$ cat src/pov_defines.vh
/*
  Register indices, field positions, reset values and masks for the
  port override block. Assumes the includer maps index n to byte
  address 4*n on a 32-bit register bus.
*/
`ifndef POV_DEFINES_VH
`define POV_DEFINES_VH

// ==========================================================
// Register indices (byte address is four times the index)
`define POV_IDX_A_IN     8'h00
`define POV_IDX_A_DIR    8'h01
`define POV_IDX_A_OUT    8'h02
`define POV_IDX_B_IN     8'h03
`define POV_IDX_B_DIR    8'h04
`define POV_IDX_B_OUT    8'h05
`define POV_IDX_C_IN     8'h06
`define POV_IDX_C_DIR    8'h07
`define POV_IDX_C_OUT    8'h08
`define POV_IDX_MCU      8'h35
`define POV_IDX_J_IN     8'h40
`define POV_IDX_J_DIR    8'h41
`define POV_IDX_J_OUT    8'h42
`define POV_IDX_LCD_CTRL 8'h43
`define POV_IDX_PC_MASK  8'h44
`define POV_IDX_IRQ_STAT 8'h45
`define POV_IDX_IRQ_MASK 8'h46

// ==========================================================
// Fields
`define POV_MCU_NOPU_BIT 4
`define POV_MCU_RW_MASK  8'hf3
`define POV_LCD_EN_BIT   0
`define POV_LCD_PM_BIT   1
`define POV_PC_ON_BIT    2
`define POV_J_OVR_MASK   8'h7f

// ==========================================================
// Reset values
`define POV_RST_BYTE     8'h00
`define POV_RST_WORD     32'h0000_0000

`endif

$ cat src/pov_port_regs.v
/*
  Port registers for ports A, B, C and the LCD-shared port J, with the
  LCD and pin-change overrides of port J, behind an AHB-Lite slave.
  Assumes pin inputs are synchronous to CLK and a single bus master.
*/
// Contract
// Port J bit1: change source 25, segment 34
// Port J bit0: change source 24, segment 35
// LCD on: pull-up off, input; output untouched
// Pins 6-4 input buffer off on mask+enables
// Pins 3-0 input buffer off on mask+enables
// Global pull-up disable kills every pull-up
// Pull-up on when direction 0, data 1
// Direction registers, reset zero, A at 0x01
// Input level registers, A at 0x00
// Output registers, reset zero, B 0x05, C 0x08
// Control register 0x35, bits 3,2 read zero
// LCD off: plain GPIO on port J
`timescale 1ns/100ps
`include "pov_defines.vh"

module pov_port_regs #(
  parameter ADDR_W = 12
) (
  input  wire              CLK,
  input  wire              SYS_RST,
  input  wire              HSEL,
  input  wire [ADDR_W-1:0] HADDR,
  input  wire [1:0]        HTRANS,
  input  wire              HWRITE,
  input  wire [2:0]        HSIZE,
  input  wire [31:0]       HWDATA,
  input  wire              HREADY,
  output wire [31:0]       HRDATA,
  output wire              HREADYOUT,
  output wire              HRESP,
  input  wire [7:0]        PA_IN,
  output wire [7:0]        PA_OUT,
  output wire [7:0]        PA_OE_N,
  output wire [7:0]        PA_PULLUP,
  input  wire [7:0]        PB_IN,
  output wire [7:0]        PB_OUT,
  output wire [7:0]        PB_OE_N,
  output wire [7:0]        PB_PULLUP,
  input  wire [7:0]        PC_IN,
  output wire [7:0]        PC_OUT,
  output wire [7:0]        PC_OE_N,
  output wire [7:0]        PC_PULLUP,
  input  wire [7:0]        PJ_IN,
  output wire [7:0]        PJ_OUT,
  output wire [7:0]        PJ_OE_N,
  output wire [7:0]        PJ_PULLUP,
  output wire [7:0]        PJ_INPUT_EN,
  output wire [6:0]        LCD_SEG_CONNECT,
  output wire [6:0]        PIN_CHANGE_SRC,
  output wire              IRQ
);

  // ==========================================================
  // Helpers
  function pov_mapped;
    input [7:0] idx;
    begin
      case (idx)
        `POV_IDX_A_IN, `POV_IDX_A_DIR, `POV_IDX_A_OUT,
        `POV_IDX_B_IN, `POV_IDX_B_DIR, `POV_IDX_B_OUT,
        `POV_IDX_C_IN, `POV_IDX_C_DIR, `POV_IDX_C_OUT,
        `POV_IDX_MCU, `POV_IDX_J_IN, `POV_IDX_J_DIR,
        `POV_IDX_J_OUT, `POV_IDX_LCD_CTRL, `POV_IDX_PC_MASK,
        `POV_IDX_IRQ_STAT, `POV_IDX_IRQ_MASK:
          pov_mapped = 1'b1;
        default:
          pov_mapped = 1'b0;
      endcase
    end
  endfunction

  // Direction 0 with data 1 asks for a pull-up
  function [7:0] pov_pullup;
    input [7:0] dir;
    input [7:0] dat;
    input       pu_off;
    begin
      pov_pullup = ~dir & dat & {8{~pu_off}};
    end
  endfunction

  // ==========================================================
  // State
  localparam NPORT  = 4;
  localparam J_PORT = 3;

  reg  [7:0]  out_q [0:3];
  reg  [7:0]  dir_q [0:3];
  reg  [31:0] lvl_q;
  reg  [7:0]  mcu_q;
  reg  [7:0]  lcd_q;
  reg  [7:0]  pcmask_q;
  reg  [7:0]  stat_q;
  reg  [7:0]  stat_d;
  reg  [7:0]  imask_q;
  reg         rd_pend_q;
  reg         wr_pend_q;
  reg         map_q;
  reg  [7:0]  addr_q;
  reg  [31:0] hrdata_q;
  reg         hready_q;
  reg         hresp_q;
  reg  [31:0] pin_out_q;
  reg  [31:0] oe_n_q;
  reg  [31:0] pull_q;
  reg  [7:0]  j_in_en_q;
  reg  [6:0]  lcd_pin_q;
  reg  [6:0]  pcsrc_q;
  reg         irq_q;
  reg  [7:0]  rd_val;
  reg  [7:0]  clr;

  wire        accept;
  wire [7:0]  haddr_idx;
  wire        haddr_ok;
  wire        lcd_en;
  wire        lcd_pm;
  wire        pc_on;
  wire        pu_off;
  wire [7:0]  j_ovr;
  wire [7:0]  die_ovr;
  wire [31:0] pin_in_w;
  wire [31:0] eff_dir_w;
  wire [31:0] pull_w;
  wire [31:0] in_en_w;
  wire [7:0]  j_lvl_new;
  wire [7:0]  pc_event;
  wire [7:0]  wdat;

  assign lcd_en   = lcd_q[`POV_LCD_EN_BIT];
  assign lcd_pm   = lcd_q[`POV_LCD_PM_BIT];
  assign pc_on    = lcd_q[`POV_PC_ON_BIT];
  assign pu_off   = mcu_q[`POV_MCU_NOPU_BIT];
  assign pin_in_w = {PJ_IN, PC_IN, PB_IN, PA_IN};
  assign wdat     = HWDATA[7:0];

  // ==========================================================
  // Port J overrides
  // Bit 7 carries no alternate function, so its overrides stay zero
  assign j_ovr   = {8{lcd_en}} & `POV_J_OVR_MASK;
  // Input buffer is cut only in LCD low-power use of a sensed pin
  assign die_ovr = pcmask_q & {8{pc_on & lcd_en & lcd_pm}}
                   & `POV_J_OVR_MASK;

  genvar g;
  generate
    for (g = 0; g < NPORT; g = g + 1)
    begin : gen_port
      wire [7:0] ovr_g;
      wire [7:0] die_g;
      assign ovr_g = (g == J_PORT) ? j_ovr : 8'h00;
      assign die_g = (g == J_PORT) ? die_ovr : 8'h00;
      // Direction forced to input, output value never overridden
      assign eff_dir_w[8*g+:8] = dir_q[g] & ~ovr_g;
      assign pull_w[8*g+:8]    =
        pov_pullup(dir_q[g], out_q[g], pu_off) & ~ovr_g;
      assign in_en_w[8*g+:8]   = ~die_g;
    end
  endgenerate

  // ==========================================================
  // Pin-change sensing on port J
  // A disabled buffer reads zero, so a pin can not be sensed then
  assign j_lvl_new = pin_in_w[31:24] & in_en_w[31:24];
  // Cutting or restoring a buffer is not a change of the pin itself
  assign pc_event  = (j_lvl_new ^ lvl_q[31:24]) & pcmask_q
                     & in_en_w[31:24] & j_in_en_q & {8{pc_on}}
                     & `POV_J_OVR_MASK;

  // ==========================================================
  // Bus decode
  assign accept    = HSEL & HREADY & HTRANS[1];
  assign haddr_idx = HADDR[9:2];
  assign haddr_ok  = (HADDR[1:0] == 2'b00) &&
                     (HADDR[ADDR_W-1:10] == {(ADDR_W-10){1'b0}});

  always @*
  begin
    rd_val = `POV_RST_BYTE;
    if (map_q)
    begin
      case (addr_q)
        `POV_IDX_A_IN:     rd_val = lvl_q[7:0];
        `POV_IDX_A_DIR:    rd_val = dir_q[0];
        `POV_IDX_A_OUT:    rd_val = out_q[0];
        `POV_IDX_B_IN:     rd_val = lvl_q[15:8];
        `POV_IDX_B_DIR:    rd_val = dir_q[1];
        `POV_IDX_B_OUT:    rd_val = out_q[1];
        `POV_IDX_C_IN:     rd_val = lvl_q[23:16];
        `POV_IDX_C_DIR:    rd_val = dir_q[2];
        `POV_IDX_C_OUT:    rd_val = out_q[2];
        `POV_IDX_MCU:      rd_val = mcu_q & `POV_MCU_RW_MASK;
        `POV_IDX_J_IN:     rd_val = lvl_q[31:24];
        `POV_IDX_J_DIR:    rd_val = dir_q[3];
        `POV_IDX_J_OUT:    rd_val = out_q[3];
        `POV_IDX_LCD_CTRL: rd_val = lcd_q;
        `POV_IDX_PC_MASK:  rd_val = pcmask_q;
        `POV_IDX_IRQ_STAT: rd_val = stat_q;
        `POV_IDX_IRQ_MASK: rd_val = imask_q;
        default:           rd_val = `POV_RST_BYTE;
      endcase
    end
  end

  // Read clears only what it returned; a new event still wins
  always @*
  begin
    clr = `POV_RST_BYTE;
    if (rd_pend_q && map_q && addr_q == `POV_IDX_IRQ_STAT)
      clr = stat_q;
    stat_d = (stat_q & ~clr) | pc_event;
  end

  // ==========================================================
  // Bus handshake
  // Reads wait one cycle for the registered read data
  always @(posedge CLK)
  begin
    if (SYS_RST)
    begin
      rd_pend_q <= 1'b0;
      wr_pend_q <= 1'b0;
      map_q     <= 1'b0;
      addr_q    <= `POV_RST_BYTE;
      hready_q  <= 1'b1;
      hresp_q   <= 1'b0;
    end
    else
    begin
      rd_pend_q <= accept & ~HWRITE;
      wr_pend_q <= accept & HWRITE;
      hready_q  <= ~(accept & ~HWRITE);
      // Stray accesses read zero, so no error response is needed
      hresp_q   <= 1'b0;
      if (accept)
      begin
        addr_q <= haddr_idx;
        map_q  <= haddr_ok & pov_mapped(haddr_idx);
      end
    end
  end

  // ==========================================================
  // Read data
  // Held until the wait cycle of the next read ends
  always @(posedge CLK)
  begin
    if (SYS_RST)
      hrdata_q <= `POV_RST_WORD;
    else if (rd_pend_q)
      hrdata_q <= {24'h00_0000, rd_val};
  end

  // ==========================================================
  // Software registers
  integer p;
  always @(posedge CLK)
  begin
    if (SYS_RST)
    begin
      for (p = 0; p < NPORT; p = p + 1)
      begin
        out_q[p] <= `POV_RST_BYTE;
        dir_q[p] <= `POV_RST_BYTE;
      end
      mcu_q    <= `POV_RST_BYTE;
      lcd_q    <= `POV_RST_BYTE;
      pcmask_q <= `POV_RST_BYTE;
      imask_q  <= `POV_RST_BYTE;
    end
    else if (wr_pend_q && map_q)
    begin
      // Writes to input level registers are ignored
      case (addr_q)
        `POV_IDX_A_DIR:    dir_q[0] <= wdat;
        `POV_IDX_A_OUT:    out_q[0] <= wdat;
        `POV_IDX_B_DIR:    dir_q[1] <= wdat;
        `POV_IDX_B_OUT:    out_q[1] <= wdat;
        `POV_IDX_C_DIR:    dir_q[2] <= wdat;
        `POV_IDX_C_OUT:    out_q[2] <= wdat;
        `POV_IDX_MCU:      mcu_q <= wdat & `POV_MCU_RW_MASK;
        `POV_IDX_J_DIR:    dir_q[3] <= wdat;
        `POV_IDX_J_OUT:    out_q[3] <= wdat;
        `POV_IDX_LCD_CTRL: lcd_q <= wdat;
        `POV_IDX_PC_MASK:  pcmask_q <= wdat;
        `POV_IDX_IRQ_MASK: imask_q <= wdat;
        default:           mcu_q <= mcu_q;
      endcase
    end
  end

  // ==========================================================
  // Input sampling
  always @(posedge CLK)
  begin
    if (SYS_RST)
    begin
      lvl_q   <= `POV_RST_WORD;
      pcsrc_q <= 7'h00;
    end
    else
    begin
      lvl_q   <= pin_in_w & in_en_w;
      pcsrc_q <= lvl_q[30:24];
    end
  end

  // ==========================================================
  // Change status and interrupt
  // Interrupt lags the status by one clock
  always @(posedge CLK)
  begin
    if (SYS_RST)
    begin
      stat_q <= `POV_RST_BYTE;
      irq_q  <= 1'b0;
    end
    else
    begin
      stat_q <= stat_d;
      irq_q  <= |(stat_q & imask_q);
    end
  end

  // ==========================================================
  // Pin controls
  // Registered so every pin control leaves on a flip-flop
  always @(posedge CLK)
  begin
    if (SYS_RST)
    begin
      pin_out_q <= `POV_RST_WORD;
      oe_n_q    <= 32'hffff_ffff;
      pull_q    <= `POV_RST_WORD;
    end
    else
    begin
      pin_out_q <= {out_q[3], out_q[2], out_q[1], out_q[0]};
      oe_n_q    <= ~eff_dir_w;
      pull_q    <= pull_w;
    end
  end

  // ==========================================================
  // Port J alternate functions
  always @(posedge CLK)
  begin
    if (SYS_RST)
    begin
      j_in_en_q <= 8'hff;
      lcd_pin_q <= 7'h00;
    end
    else
    begin
      j_in_en_q <= in_en_w[31:24];
      lcd_pin_q <= j_ovr[6:0];
    end
  end

  // ==========================================================
  // Outputs
  assign HRDATA          = hrdata_q;
  assign HREADYOUT       = hready_q;
  assign HRESP           = hresp_q;
  assign PA_OUT          = pin_out_q[7:0];
  assign PB_OUT          = pin_out_q[15:8];
  assign PC_OUT          = pin_out_q[23:16];
  assign PJ_OUT          = pin_out_q[31:24];
  assign PA_OE_N         = oe_n_q[7:0];
  assign PB_OE_N         = oe_n_q[15:8];
  assign PC_OE_N         = oe_n_q[23:16];
  assign PJ_OE_N         = oe_n_q[31:24];
  assign PA_PULLUP       = pull_q[7:0];
  assign PB_PULLUP       = pull_q[15:8];
  assign PC_PULLUP       = pull_q[23:16];
  assign PJ_PULLUP       = pull_q[31:24];
  assign PJ_INPUT_EN     = j_in_en_q;
  assign LCD_SEG_CONNECT = lcd_pin_q;
  assign PIN_CHANGE_SRC  = pcsrc_q;
  assign IRQ             = irq_q;

endmodule // pov_port_regs

$ cat config.mk
export PLATFORM = sky130hd
export DESIGN_NAME = pov_port_regs
export DESIGN_NICKNAME = d
export VERILOG_FILES = /design/src/pov_port_regs.v
export VERILOG_INCLUDE_DIRS = /design/src
export SDC_FILE = /design/constraint.sdc
export NUM_CORES = 1
export LEC_CHECK = 0
export BUFFER_PORTS_ARGS = -buffer_cell sky130_fd_sc_hd__clkbuf_2
export CORE_ASPECT_RATIO = 2
export CORE_MARGIN = 5
export CORE_UTILIZATION = 45
export DETAILED_ROUTE_END_ITERATION = 10
export PLACE_DENSITY = 0.78
export SYNTH_ARGS = -nofsm -noshare
export SYNTH_HDL_FRONTEND = slang
export SYNTH_SLANG_ARGS = --single-unit
$ cat constraint.sdc
create_clock -name CLK -period 2.1 [get_ports CLK]
set_input_delay 0.315 -clock CLK [delete_from_list [all_inputs] [get_ports CLK]]
set_output_delay 0.315 -clock CLK [all_outputs]
set_load 0.005 [all_outputs]
==> results of run 1 <==
[cell usage after synthesis (6+ instances only)]
library cell	count
a22oi_1	16
and3_1	18
nand2_1	59
mux2i_1	42
nor2_1	50
buf_2	6
dfxtp_1	202
nand2b_1	34
a32oi_1	7
nand4_1	11
nor3_1	6
clkbuf_1	50
a21oi_1	37
nand3_1	17
buf_4	35
xor2_1	7
nor2b_1	73
edfxtp_1	64
o21ai_0	15
a31o_2	6
and2_1	70
mux2_2	8
a31oi_1	6
nor3b_1	34
[routing by layer]
layer  vias up  track usage  share of wire
met3        99       0.0230          0.042
met4         0        0.140          0.066
li1       3688            -              -
met1      3785        0.268           0.35
met2       302        0.476           0.54
met5         -            0              0
[cell families after synthesis]
family,count (synthesis),share of synthesized area
simple gates,394,0.219
flops,266,0.579
compound gates,126,0.0852
buf+inv,96,0.0492
mux,55,0.0605
xor+xnor,7,0.00595
other cells,2,0.000729
[metrics by stage]
stage	power [uW]	hold WS, ps	instances	utilization	setup WS (ps)
2_1_floorplan	5930	393	970	-	58.4
3_3_place_gp	6300	413	1425	0.526	69.8
3_5_place_dp	6310	422	1425	0.526	69.9
4_1_cts	10500	0.622	1472	0.562	62.9
5_1_grt	10700	12.0	1472	0.562	1.68
6_report	10500	6.80	1472	0.562	69.2
[power by group through the flow]
stage                     clock network, uW  registers [uW]  logic (uW)
after floorplan                           0            5550         374
after global placement                    0            5600         705
after detailed placement                  0            5600         708
after CTS                              4310            5480         718
after global routing                   4480            5490         771
final                                  4260            5480         720
[state kept, by name, indices dropped and copies added (netlist names), 7 cells and up]
signal and count:
PJ_INPUT_EN 7, pull_q 32, HRDATA 8, lvl_q 32, lcd_q 8, PIN_CHANGE_SRC 7
out_q 32, stat_q 8, oe_n_q 32, pin_out_q 32, dir_q 32, pcmask_q 8
addr_q 8, imask_q 8
[area by class of cell]
cell class | count | area share
Sequential cell | 266 | 0.469
Multi-Input combinational cell | 608 | 0.309
Timing Repair Buffer | 274 | 0.135
Clock buffer | 34 | 0.0550
Tap cell | 280 | 0.0275
Clock inverter | 8 | 0.00482
Inverter | 2 | 0.000590
[final timing paths]
check                   end  slack, ps  cells after the start
min               lvl_q[23]          7                      2
max reg2reg     dir_q[3][6]         70                      5
min reg2reg  PJ_INPUT_EN[2]        440                      1
max             dir_q[3][6]         70                      5
[timing repair]
action | in CTS | in global routing
setup endpoints to repair | 0 | 3
resized for setup | 0 | 3
endpoints found under the hold margin | 5 | 0
hold buffers | 5 | 0
==> summary.txt, run 1 <==
Power
  • Maximum VDD drop: 0.765 mV
  • Reg power frac: 0.524
  • P_sw: 2430 uW
  • Pint: 8030 uW
  • Switch share: 0.233
  • Clk pwr share: 0.407
  • Leakage: 0.00531 uW
  • Comb pwr share: 0.069
  • Pwr dens: 822 mW/mm^2

Synth
  • Flops & latches, synth: 266
  • Synth warn: 0
  • Synth Area per Inst: 10.9 um^2
  • Synth unique cells: 59
  • Cell area after synthesis: 0.0103 mm^2
  • Post-synth top area share: 0.393
  • Post-synth EDFFs: 64
  • Sequential share of the synthesized area: 0.579
  • Top FF cell, synth: dfxtp_1
  • Post-synth ARST share: 0
  • Top cells by area, synth: dfxtp_1 39%, edfxtp_1 19%, nor2b_1 4.4%, and2_1 4.3%, mux2i_1 4.1%
  • Synth Instances: 946
  • Synth area leader: dfxtp_1

Global routing
  • First-pass GRT wire length: 48900 um
  • Initial antenna violation count: 1
  • Largest net degree at the start of global routing: 108
  • GRT overflow: 0
  • Vias in the first global route: 8088
  • Aggregate global-route resource usage: 0.254

Clock tree
  • Max H-tree Level: 1
  • Clk root buf: clkbuf_16
  • Total CTS buffers: 23
  • Deepest clock path buffer count: 3
  • Post-CTS Setup Bufs: 0
  • Clock Sinks: 266
  • Clk slew on worst S/H paths: 70 ps
  • Clock Latency Late Sink: 530 ps
  • TritonCTS clock tree: built

Critical path
  • CP cell instances: or4b_4, nor3_1, buf_4, buf_4, a31o_2
  • CP Launch Point: addr_q[4]
  • CP Class: reg -> reg
  • Startpoint Class: flop
  • Crit-path slowest cell: or4b_4
  • Max FO, Critical Path: 9
  • CP max stage delay: 580 ps
  • Setup crit end kind: flop
  • Worst r2r src: addr_q[4]
  • Critical Path RT: 2320 ps
  • Crit path arrival time: 2250 ps
  • Critical path's top delay family: simple AND/OR/NAND/NOR gates
  • Cell mode on critical path: buf_4
  • Number of buffers and inverters on the critical path: 2

Final layout
  • Commonest cells after routing, fill and taps aside: 202 x dfxtp_1, 183 x clkbuf_2, 78 x buf_4
  • Layout cell share with drive strength beyond 1: 0.283
  • Diodes inserted: 0
  • Layout filler cell count: 1990
  • Multi-input gate area: 0.00393 mm^2
  • Commonest non-fill, non-tap cell in the layout: dfxtp_1
  • FF+latch area: 0.00597 mm^2
  • Layout Nets: 1261
  • Layout Area Growth over Synthesis: 23.5%
  • Fin area: 0.0127 mm^2

Detailed routing
  • 1st-iter DRT viols: 477
  • Post-DR wirelength/cell: 22.9 um
  • ANT nets after route: 0
  • DRT Wirelength: 33700 um
  • Detailed Routing Iterations Pass 1: 5
  • Drc violations: 0
  • Vias post-DR: 7874
  • Vias per cell: 5.35

Min path
  • Hold Crit Start: PC_IN[7]
  • Hold WC Path Type: in -> reg

Floorplan
  • Core area: 0.0226 mm^2
  • Initial Util: 0.455
  • Die H: 224 um
  • Num ports: 239
  • Chip width: 117 um
  • Row Count: 78
  • Die ar.: 0.0262 mm^2

Flow run
  • Maximum capacitance violations: 0

Placed design
  • Dpl hpwl: 25800 um
  • PortBufs: 184
  • Placed cell areas: 0.0119 mm^2
  • Global placement routability congestion: 1.02

Timing
  • # setup viols final: 0
  • Setup TNS: 0 ps
  • Final Hold Viols: 0
  • Final Skew: 13.1 ps
  • RSZ-0062 raised after global routing: false
  • Tmin final: 2030 ps
  • Peak Freq: 492 MHz
  • Period utilization: 0.967
  • Max-slew violations: 0
  • Max-slew headroom: 0.621
  • Actual slew at the worst max-slew pin: 562 ps

Run status
  • Status: complete, no violations
No activity file was read; power rests on OpenSTA's default activity.
==> run 2: changes to the inputs <==
--- a/config.mk
+++ b/config.mk
@@ -9,9 +9,10 @@
 export BUFFER_PORTS_ARGS = -buffer_cell sky130_fd_sc_hd__clkbuf_2
 export CORE_ASPECT_RATIO = 2
 export CORE_MARGIN = 5
-export CORE_UTILIZATION = 45
+export CORE_UTILIZATION = 48
 export DETAILED_ROUTE_END_ITERATION = 10
-export PLACE_DENSITY = 0.78
+export PLACE_DENSITY = 0.82
 export SYNTH_ARGS = -nofsm -noshare
 export SYNTH_HDL_FRONTEND = slang
 export SYNTH_SLANG_ARGS = --single-unit
+export TNS_END_PERCENT = 50
==> constraint.sdc (replaced) <==
create_clock -name CLK -period 2.1 [get_ports CLK]
set_input_delay 0.21 -clock CLK [delete_from_list [all_inputs] [get_ports CLK]]
set_output_delay 0.21 -clock CLK [all_outputs]
set_load 0.005 [all_outputs]
==> run 2 against run 1 <==
Worst hold slack improved by 41 ps. Total power fell by 1.4%. Clock power fell by 5.2%. Final cell count rose by 1.6%. Largest cell class unchanged. Die area fell by 5.9%. Highest routed layer unchanged. Core utilization rose by 5.0 points. Sequential share of layout area fell by 1.3 points. Critical path type unchanged. Design area rose by 2.8%. Clock skew rose by 0.97 ps. Critical endpoint is now HRDATA[7].
==> summary.txt, run 2 (synthesis results as in run 1) <==
Power
  • Comb pwr share: 0.077 (+0.008)
  • P_sw: 2350 uW (-3.5%)
  • Leakage: 0.00544 uW (+2.5%)
  • Pint: 7960 uW (-0.82%)
  • Maximum VDD drop: 0.717 mV (-6.3%)
  • Pwr dens: 788 mW/mm^2 (-4.1%)
  • Reg power frac: 0.532 (+0.008)
  • Switch share: 0.228 (-0.00479)
  • Clk pwr share: 0.391 (-0.016)

Detailed routing
  • Vias post-DR: 8197 (+4.1%)
  • Drc violations: 0 (unchanged)
  • Post-DR wirelength/cell: 23.3 um (+1.7%)
  • ANT nets after route: 0 (unchanged)
  • Vias per cell: 5.48 (+2.5%)
  • Detailed Routing Iterations Pass 1: 5 (unchanged)
  • 1st-iter DRT viols: 498 (+4.4%)
  • DRT Wirelength: 34800 um (+3.3%)

Critical path
  • Setup crit end kind: flop
  • Flop2flop setup slack: 90 ps (+20 ps)
  • CP max stage delay: 590 ps (about the same)
  • Reg2Reg Depth: 6 (+1)
  • Startpoint Class: flop
  • Number of buffers and inverters on the critical path: 1 (-1)
  • Max FO, Critical Path: 4 (-5)
  • Critical path's top delay family: simple AND/OR/NAND/NOR gates
  • Worst r2r src: addr_q[3]
  • Critical Path RT: 2550 ps (+230 ps)
  • CP Class: reg -> reg
  • Crit path arrival time: 2460 ps (+210 ps)
  • Crit-path slowest cell: or4b_4
  • CP cell instances: or4b_4, nor3b_4, buf_4, a221oi_1, or3_4, a41oi_2
  • R2r endpoint: HRDATA[7]

Timing
  • Max-slew violations: 0 (unchanged)
  • # setup viols final: 0 (unchanged)
  • Final worst setup slack: 90.5 ps (+21.3 ps)
  • Tmin final: 2010 ps (-21.3 ps)
  • Setup TNS: 0 ps (unchanged)
  • Final Skew: 14.0 ps (+0.966 ps)
  • Actual slew at the worst max-slew pin: 575 ps (+12.7 ps)
  • Final Hold Viols: 0 (unchanged)
  • Period utilization: 0.957 (-0.0101)
  • RSZ-0062 raised after global routing: false
  • Peak Freq: 498 MHz (+1.1%)
  • Hold slack: 48.0 ps (+41.2 ps)
  • Max-slew headroom: 0.617 (-0.00448)

Final layout
  • Commonest cells after routing, fill and taps aside: 202 x dfxtp_1, 183 x clkbuf_2, 73 x nor2b_1
  • Multi-input gate area: 0.00396 mm^2 (+0.80%)
  • Fin area: 0.0131 mm^2 (+2.8%)
  • Layout Area Growth over Synthesis: 27.0%
  • Layout Nets: 1291 (+2.4%)
  • Layout filler cell count: 1757 (-12%)
  • Commonest non-fill, non-tap cell in the layout: dfxtp_1
  • FF+latch area: 0.00597 mm^2 (unchanged)
  • Layout cell share with drive strength beyond 1: 0.270 (-0.0122)
  • Final core utilization: 0.611 (+0.0495)

Placed design
  • PortBufs: 184 (unchanged)
  • Global placement routability congestion: 1.05 (+2.5%)
  • Dpl hpwl: 25800 um (-0.15%)
  • Placed cell areas: 0.0119 mm^2 (+0.14%)
  • Pre-CTS setup slack: 42.7 ps (-27.1 ps)

Clock tree
  • Clock Sinks: 266 (unchanged)
  • Clock Latency Late Sink: 520 ps (about the same)
  • TritonCTS clock tree: built
  • Deepest clock path buffer count: 3 (unchanged)
  • Total CTS buffers: 22 (-4.3%)
  • Max H-tree Level: 1 (unchanged)
  • Clk slew on worst S/H paths: 70 ps (about the same)
  • Clk root buf: clkbuf_16

Global routing
  • First-pass GRT wire length: 50900 um (+4.1%)
  • Aggregate global-route resource usage: 0.279 (+0.0255)
  • Largest net degree at the start of global routing: 108 (unchanged)
  • GRT overflow: 0 (unchanged)
  • Vias in the first global route: 8500 (+5.1%)
  • Initial antenna violation count: 2 (+1)

Floorplan
  • Core area: 0.0214 mm^2 (-5.5%)
  • Num ports: 239 (unchanged)
  • Chip width: 114 um (-2.9%)
  • Row Count: 76 (-2.6%)
  • Die H: 217 um (-3.0%)
  • Initial Util: 0.481 (+0.0265)
  • Die ar.: 0.0247 mm^2 (-5.9%)

Run status
  • Status: complete, no violations

Min path
  • Hold depth: 2 (unchanged)
  • Hold WC Path Type: in -> reg
  • Hold Crit Start: SYS_RST
  • Hold EP: mcu_q[5]

Flow run
  • Maximum capacitance violations: 0 (unchanged)
## run 2: changes by cell type in the layout (fill, tap and decap cells not counted), sizes merged
cell         change
dlygate4sd3     +36
buf              -5
clkinv           -2
diode            +2
inv              -1
## run 2: final cells by class
cell class / instances / share of cell area
flip-flops and latches: 266 / 0.456
clock buffers: 34 / 0.0518
well taps: 273 / 0.0261
inverters: 2 / 0.000574
clock inverters: 5 / 0.00220
repair buffers: 305 / 0.160
multi-input cells: 608 / 0.303
diodes: 2 / 0.000383
## run 2: what timing repair did
| item | 4_1_cts | 5_1_grt |
|---|---|---|
| gates resized for setup | 0 | 9 |
| hold endpoints to repair | 43 | 0 |
| hold buffers | 41 | 0 |
| endpoints found under the setup margin | 0 | 25 |
| buffers inserted | 0 | 0 |
## run 2: through the flow
| step | cells | total power, uW |
|---|---|---|
| 5_1_grt | 1495 | 10600 |
| 4_1_cts | 1493 | 10300 |
| 3_5_place_dp | 1413 | 6310 |
| 6_report | 1495 | 10300 |
| 3_3_place_gp | 1413 | 6290 |
| 2_1_floorplan | 970 | 5930 |
## run 2: worst max-delay path by stage
stage / from / endpoint / slack, ps / cells after the start
floorplan: addr_q[2] / out_q[2][0] / 60 / 6
global placement: addr_q[3] / HRDATA[7] / 90 / 7
detailed placement: addr_q[3] / HRDATA[7] / 40 / 7
CTS: addr_q[3] / HRDATA[7] / 30 / 7
global route: addr_q[0] / HRDATA[2] / 2 / 8
finish: addr_q[3] / HRDATA[7] / 90 / 6
## run 2: power groups by stage
stage / clock network [uW] / registers, uW / logic (uW)
after global placement: 0 / 5590 / 699
after global routing: 4310 / 5490 / 844
after detailed placement: 0 / 5600 / 708
after CTS: 4080 / 5480 / 771
final: 4040 / 5480 / 792
after floorplan: 0 / 5550 / 374
## run 2: routing by layer
metal / wire length [um] / track usage
met5: 0 / 0
met4: 3390 / 0.229
met3: 1960 / 0.0320
met2: 18200 / 0.504
met1: 11200 / 0.280
## run 2: worst reg2reg max path: stages (launching register included)
cell,delay [ps]
dfxtp_1,320
or4b_4,590
nor3b_4,270
buf_4,170
a221oi_1,70
or3_4,380
a41oi_2,130
==> run 3: changes to the inputs <==
--- a/config.mk
+++ b/config.mk
@@ -6,6 +6,7 @@
 export SDC_FILE = /design/constraint.sdc
 export NUM_CORES = 1
 export LEC_CHECK = 0
+export ABC_AREA = 1
 export BUFFER_PORTS_ARGS = -buffer_cell sky130_fd_sc_hd__clkbuf_2
 export CORE_ASPECT_RATIO = 2
 export CORE_MARGIN = 5
==> run 3 against run 2 <==
Global-route usage is 4.1 points lower. Sequential power hardly changed. Register-to-register slack better by 90 ps. Wire length is 15% lower. Sequential share of layout area is 2.5 points higher. Clock power is 7.9% higher. Maximum frequency is 4.9% higher. Count of clock-buffer cells in the layout is 4 lower. Non-clock buffer count is 45 lower. First-iteration DRC count is 33% higher. Sequential cell count stayed put.
==> summary.txt, run 3 <==
Placed design
  • Global placement routability congestion: 0.976 (-6.6%)
  • PortBufs: 184 (unchanged)
  • Placed cells: 1603 (+13%)
  • Dpl hpwl: 21700 um (-16%)

Synth
  • Synth area leader: dfxtp_1
  • Top FF cell, synth: dfxtp_1
  • Post-synth top area share: 0.403 (+0.0100)
  • Top cells by area, synth: dfxtp_1 40%, edfxtp_1 19%, nand2_1 7.5%, nor2_1 7.2%, nand3_1 5.6%
  • Flops & latches, synth: 266 (unchanged)
  • Mux cell area share after synthesis: 0 (-0.0605)
  • Synth Area in Compound Gates: 0.0567 (-0.0285)
  • Synth Area per Inst: 8.63 um^2 (-21%)
  • Post-Synth XOR/XNOR Area: 0.00610 (+0.000152)
  • Synth top cells by count: 202 x dfxtp_1, 201 x nand2_1, 192 x nor2_1
  • Post-synth ARST share: 0 (unchanged)
  • Post-synth EDFFs: 64 (unchanged)
  • Synth Instances: 1164 (+23%)
  • Simple-Gate Fraction of Synth Area: 0.252 (+0.0329)
  • Cell with the most instances after synthesis: dfxtp_1
  • Synth unique cells: 29 (-51%)
  • Sequential share of the synthesized area: 0.594 (+0.0148)
  • Cell area after synthesis: 0.0100 mm^2 (-2.5%)
  • Main combinational cell family by area after synthesis: simple AND/OR/NAND/NOR gates
  • Synth warn: 0 (unchanged)
  • Post-synthesis adder-cell area fraction: 0 (unchanged)

Power
  • Total power: 10600 uW (+2.3%)
  • Pwr dens: 851 mW/mm^2 (+8.0%)
  • Leakage: 0.00550 uW (+1.0%)
  • Maximum VDD drop: 0.709 mV (-1.2%)

Detailed routing
  • 1st-iter DRT viols: 660 (+33%)
  • Vias per cell: 5.19 (-5.4%)
  • Vias post-DR: 8706 (+6.2%)
  • Post-DR wirelength/cell: 17.6 um (-24%)
  • Drc violations: 0 (unchanged)
  • DRT Wirelength: 29500 um (-15%)
  • ANT nets after route: 0 (unchanged)
  • Detailed Routing Iterations Pass 1: 6 (+1)

Global routing
  • Largest net degree at the start of global routing: 41 (-62%)
  • GRT overflow: 0 (unchanged)
  • Initial antenna violation count: 0 (-2)
  • First-pass GRT wire length: 45300 um (-11%)
  • Aggregate global-route resource usage: 0.238 (-0.0410)
  • Vias in the first global route: 8698 (+2.3%)

Timing
  • Peak Freq: 522 MHz (+4.9%)
  • Final Hold Viols: 0 (unchanged)
  • Period utilization: 0.912 (-0.0445)
  • Tmin final: 1920 ps (-93.5 ps)
  • Max-slew violations: 0 (unchanged)
  • Final Skew: 15.4 ps (+1.42 ps)
  • Hold slack: 16.9 ps (-31.1 ps)
  • RSZ-0062 raised after global routing: false
  • # setup viols final: 0 (unchanged)
  • Actual slew at the worst max-slew pin: 580 ps (+5.18 ps)
  • Max-slew headroom: 0.612 (-0.00454)
  • Setup TNS: 0 ps (unchanged)

Clock tree
  • Clk slew on worst S/H paths: 70 ps (about the same)
  • TritonCTS clock tree: built
  • Deepest clock path buffer count: 3 (unchanged)
  • # resized after CTS: 0 (unchanged)
  • Max H-tree Level: 1 (unchanged)
  • Total CTS buffers: 22 (unchanged)
  • Clock Sinks: 266 (unchanged)
  • Clock Latency Late Sink: 520 ps (about the same)
  • Clk root buf: clkbuf_16
  • Post-CTS Setup Bufs: 0 (unchanged)
  • Post-CTS Hold Buffers: 35 (-15%)

Floorplan
  • Row Count: 75 (-1.3%)
  • Num ports: 239 (unchanged)
  • Initial Util: 0.482 (+0.000699)
  • Die H: 215 um (-1.2%)
  • Chip width: 112 um (-1.1%)
  • Core area: 0.0208 mm^2 (-2.6%)
  • Die ar.: 0.0241 mm^2 (-2.3%)

Min path
  • Hold WC Path Type: in -> reg
  • Hold depth: 3 (+1)
  • Hold EP: imask_q[3]
  • Hold Crit Start: HWDATA[3]

Final layout
  • Diodes inserted: 0 (-2)
  • Final core utilization: 0.595 (-0.0166)
  • Commonest cells after routing, fill and taps aside: 202 x dfxtp_1, 201 x nand2_1, 192 x nor2_1
  • Layout Nets: 1479 (+15%)
  • Layout cell share with drive strength beyond 1: 0.204 (-0.0668)
  • Commonest non-fill, non-tap cell in the layout: dfxtp_1
  • Filler-free cell count of the finished design: 1678 (+12%)
  • Layout Area Growth over Synthesis: 23.4%

Critical path
  • Flop2flop setup slack: 180 ps (+90 ps)
  • Setup crit end kind: flop
  • CP Class: reg -> reg
  • Reg2Reg Depth: 11 (+5)
  • CP cell instances: nor2_1, nand2_2, inv_2, nand2_1, inv_2, nand2_1, nand3_1, nor2_1, nand2_1, nand2_1, a21oi_1
  • Worst r2r src: addr_q[5]
  • Critical Path RT: 2510 ps (-40 ps)
  • Max FO, Critical Path: 16 (+12)
  • R2r endpoint: HRDATA[4]
  • Cell mode on critical path: nand2_1
  • Crit path arrival time: 2320 ps (-140 ps)
  • CP max stage delay: 420 ps (-170 ps)
  • Crit-path slowest cell: nor2_1
  • Startpoint Class: flop

Flow run
  • Maximum capacitance violations: 0 (unchanged)

Run status
  • Status: complete, no violations
==> run 3: cell types whose count changed after synthesis, sizes merged, moves of 29 or more <==
cell / delta
and2: -70
inv: +120
mux2i: -42
nand2: +144
nand2b: -34
nand3: +96
nor2: +154
nor2b: -73
nor3b: -35
nor4: +29
==> run 3: area by class of cell <==
cell class	count	area, um^2
Multi-Input combinational cell	721	3260
Sequential cell	266	5970
Fill cell	1778	8440
Tap cell	269	337
Inverter	122	458
Clock inverter	10	135
Clock buffer	30	643
Timing Repair Buffer	260	1590
==> run 3: worst max-delay path by stage <==
stage | start | to | slack [ps] | cells after the start
global route | addr_q[4] | HRDATA[4] | 20 | 11
CTS | addr_q[5] | HRDATA[4] | 250 | 11
detailed placement | addr_q[5] | HRDATA[4] | 240 | 11
floorplan | addr_q[7] | dir_q[3][0] | 90 | 7
global placement | addr_q[4] | HRDATA[4] | 280 | 11
finish | addr_q[5] | HRDATA[4] | 180 | 11
==> run 3: power breakdown <==
group          internal, uW  leakage [uW]  switching [uW]
clock network          2540      0.000387            1820
registers              5380       0.00232            87.0
logic                   258       0.00279             469
total                  8180       0.00550            2370
==> run 3: kinds of logic after synthesis <==
group	Yosys count
simple gates	578
buf+inv	201
other cells	2
compound gates	110
xor+xnor	7
flops	266
==> run 3: metrics by stage <==
| step | instance area (um^2) | setup WS [ps] |
|---|---|---|
| 2_1_floorplan | 10100 | 86.8 |
| 3_3_place_gp | 11300 | 279 |
| 3_5_place_dp | 11300 | 241 |
| 4_1_cts | 12400 | 253 |
| 5_1_grt | 12400 | 20.3 |
| 6_report | 12400 | 184 |
==> run 3: critical path: cells and delay by family, from the launching register on <==
kind / cells / cell delay, ps
flops: 1 / 350
simple gates: 8 / 1140
buf+inv: 2 / 260
compound gates: 1 / 60
==> run 3: per-layer routing <==
layer / up-vias / part of all wire / GRT usage
met2: 450 / 0.53 / 0.445
met5: - / 0 / 0
li1: 4168 / - / -
met3: 115 / 0.070 / 0.0313
met1: 3973 / 0.33 / 0.241
met4: 0 / 0.070 / 0.154
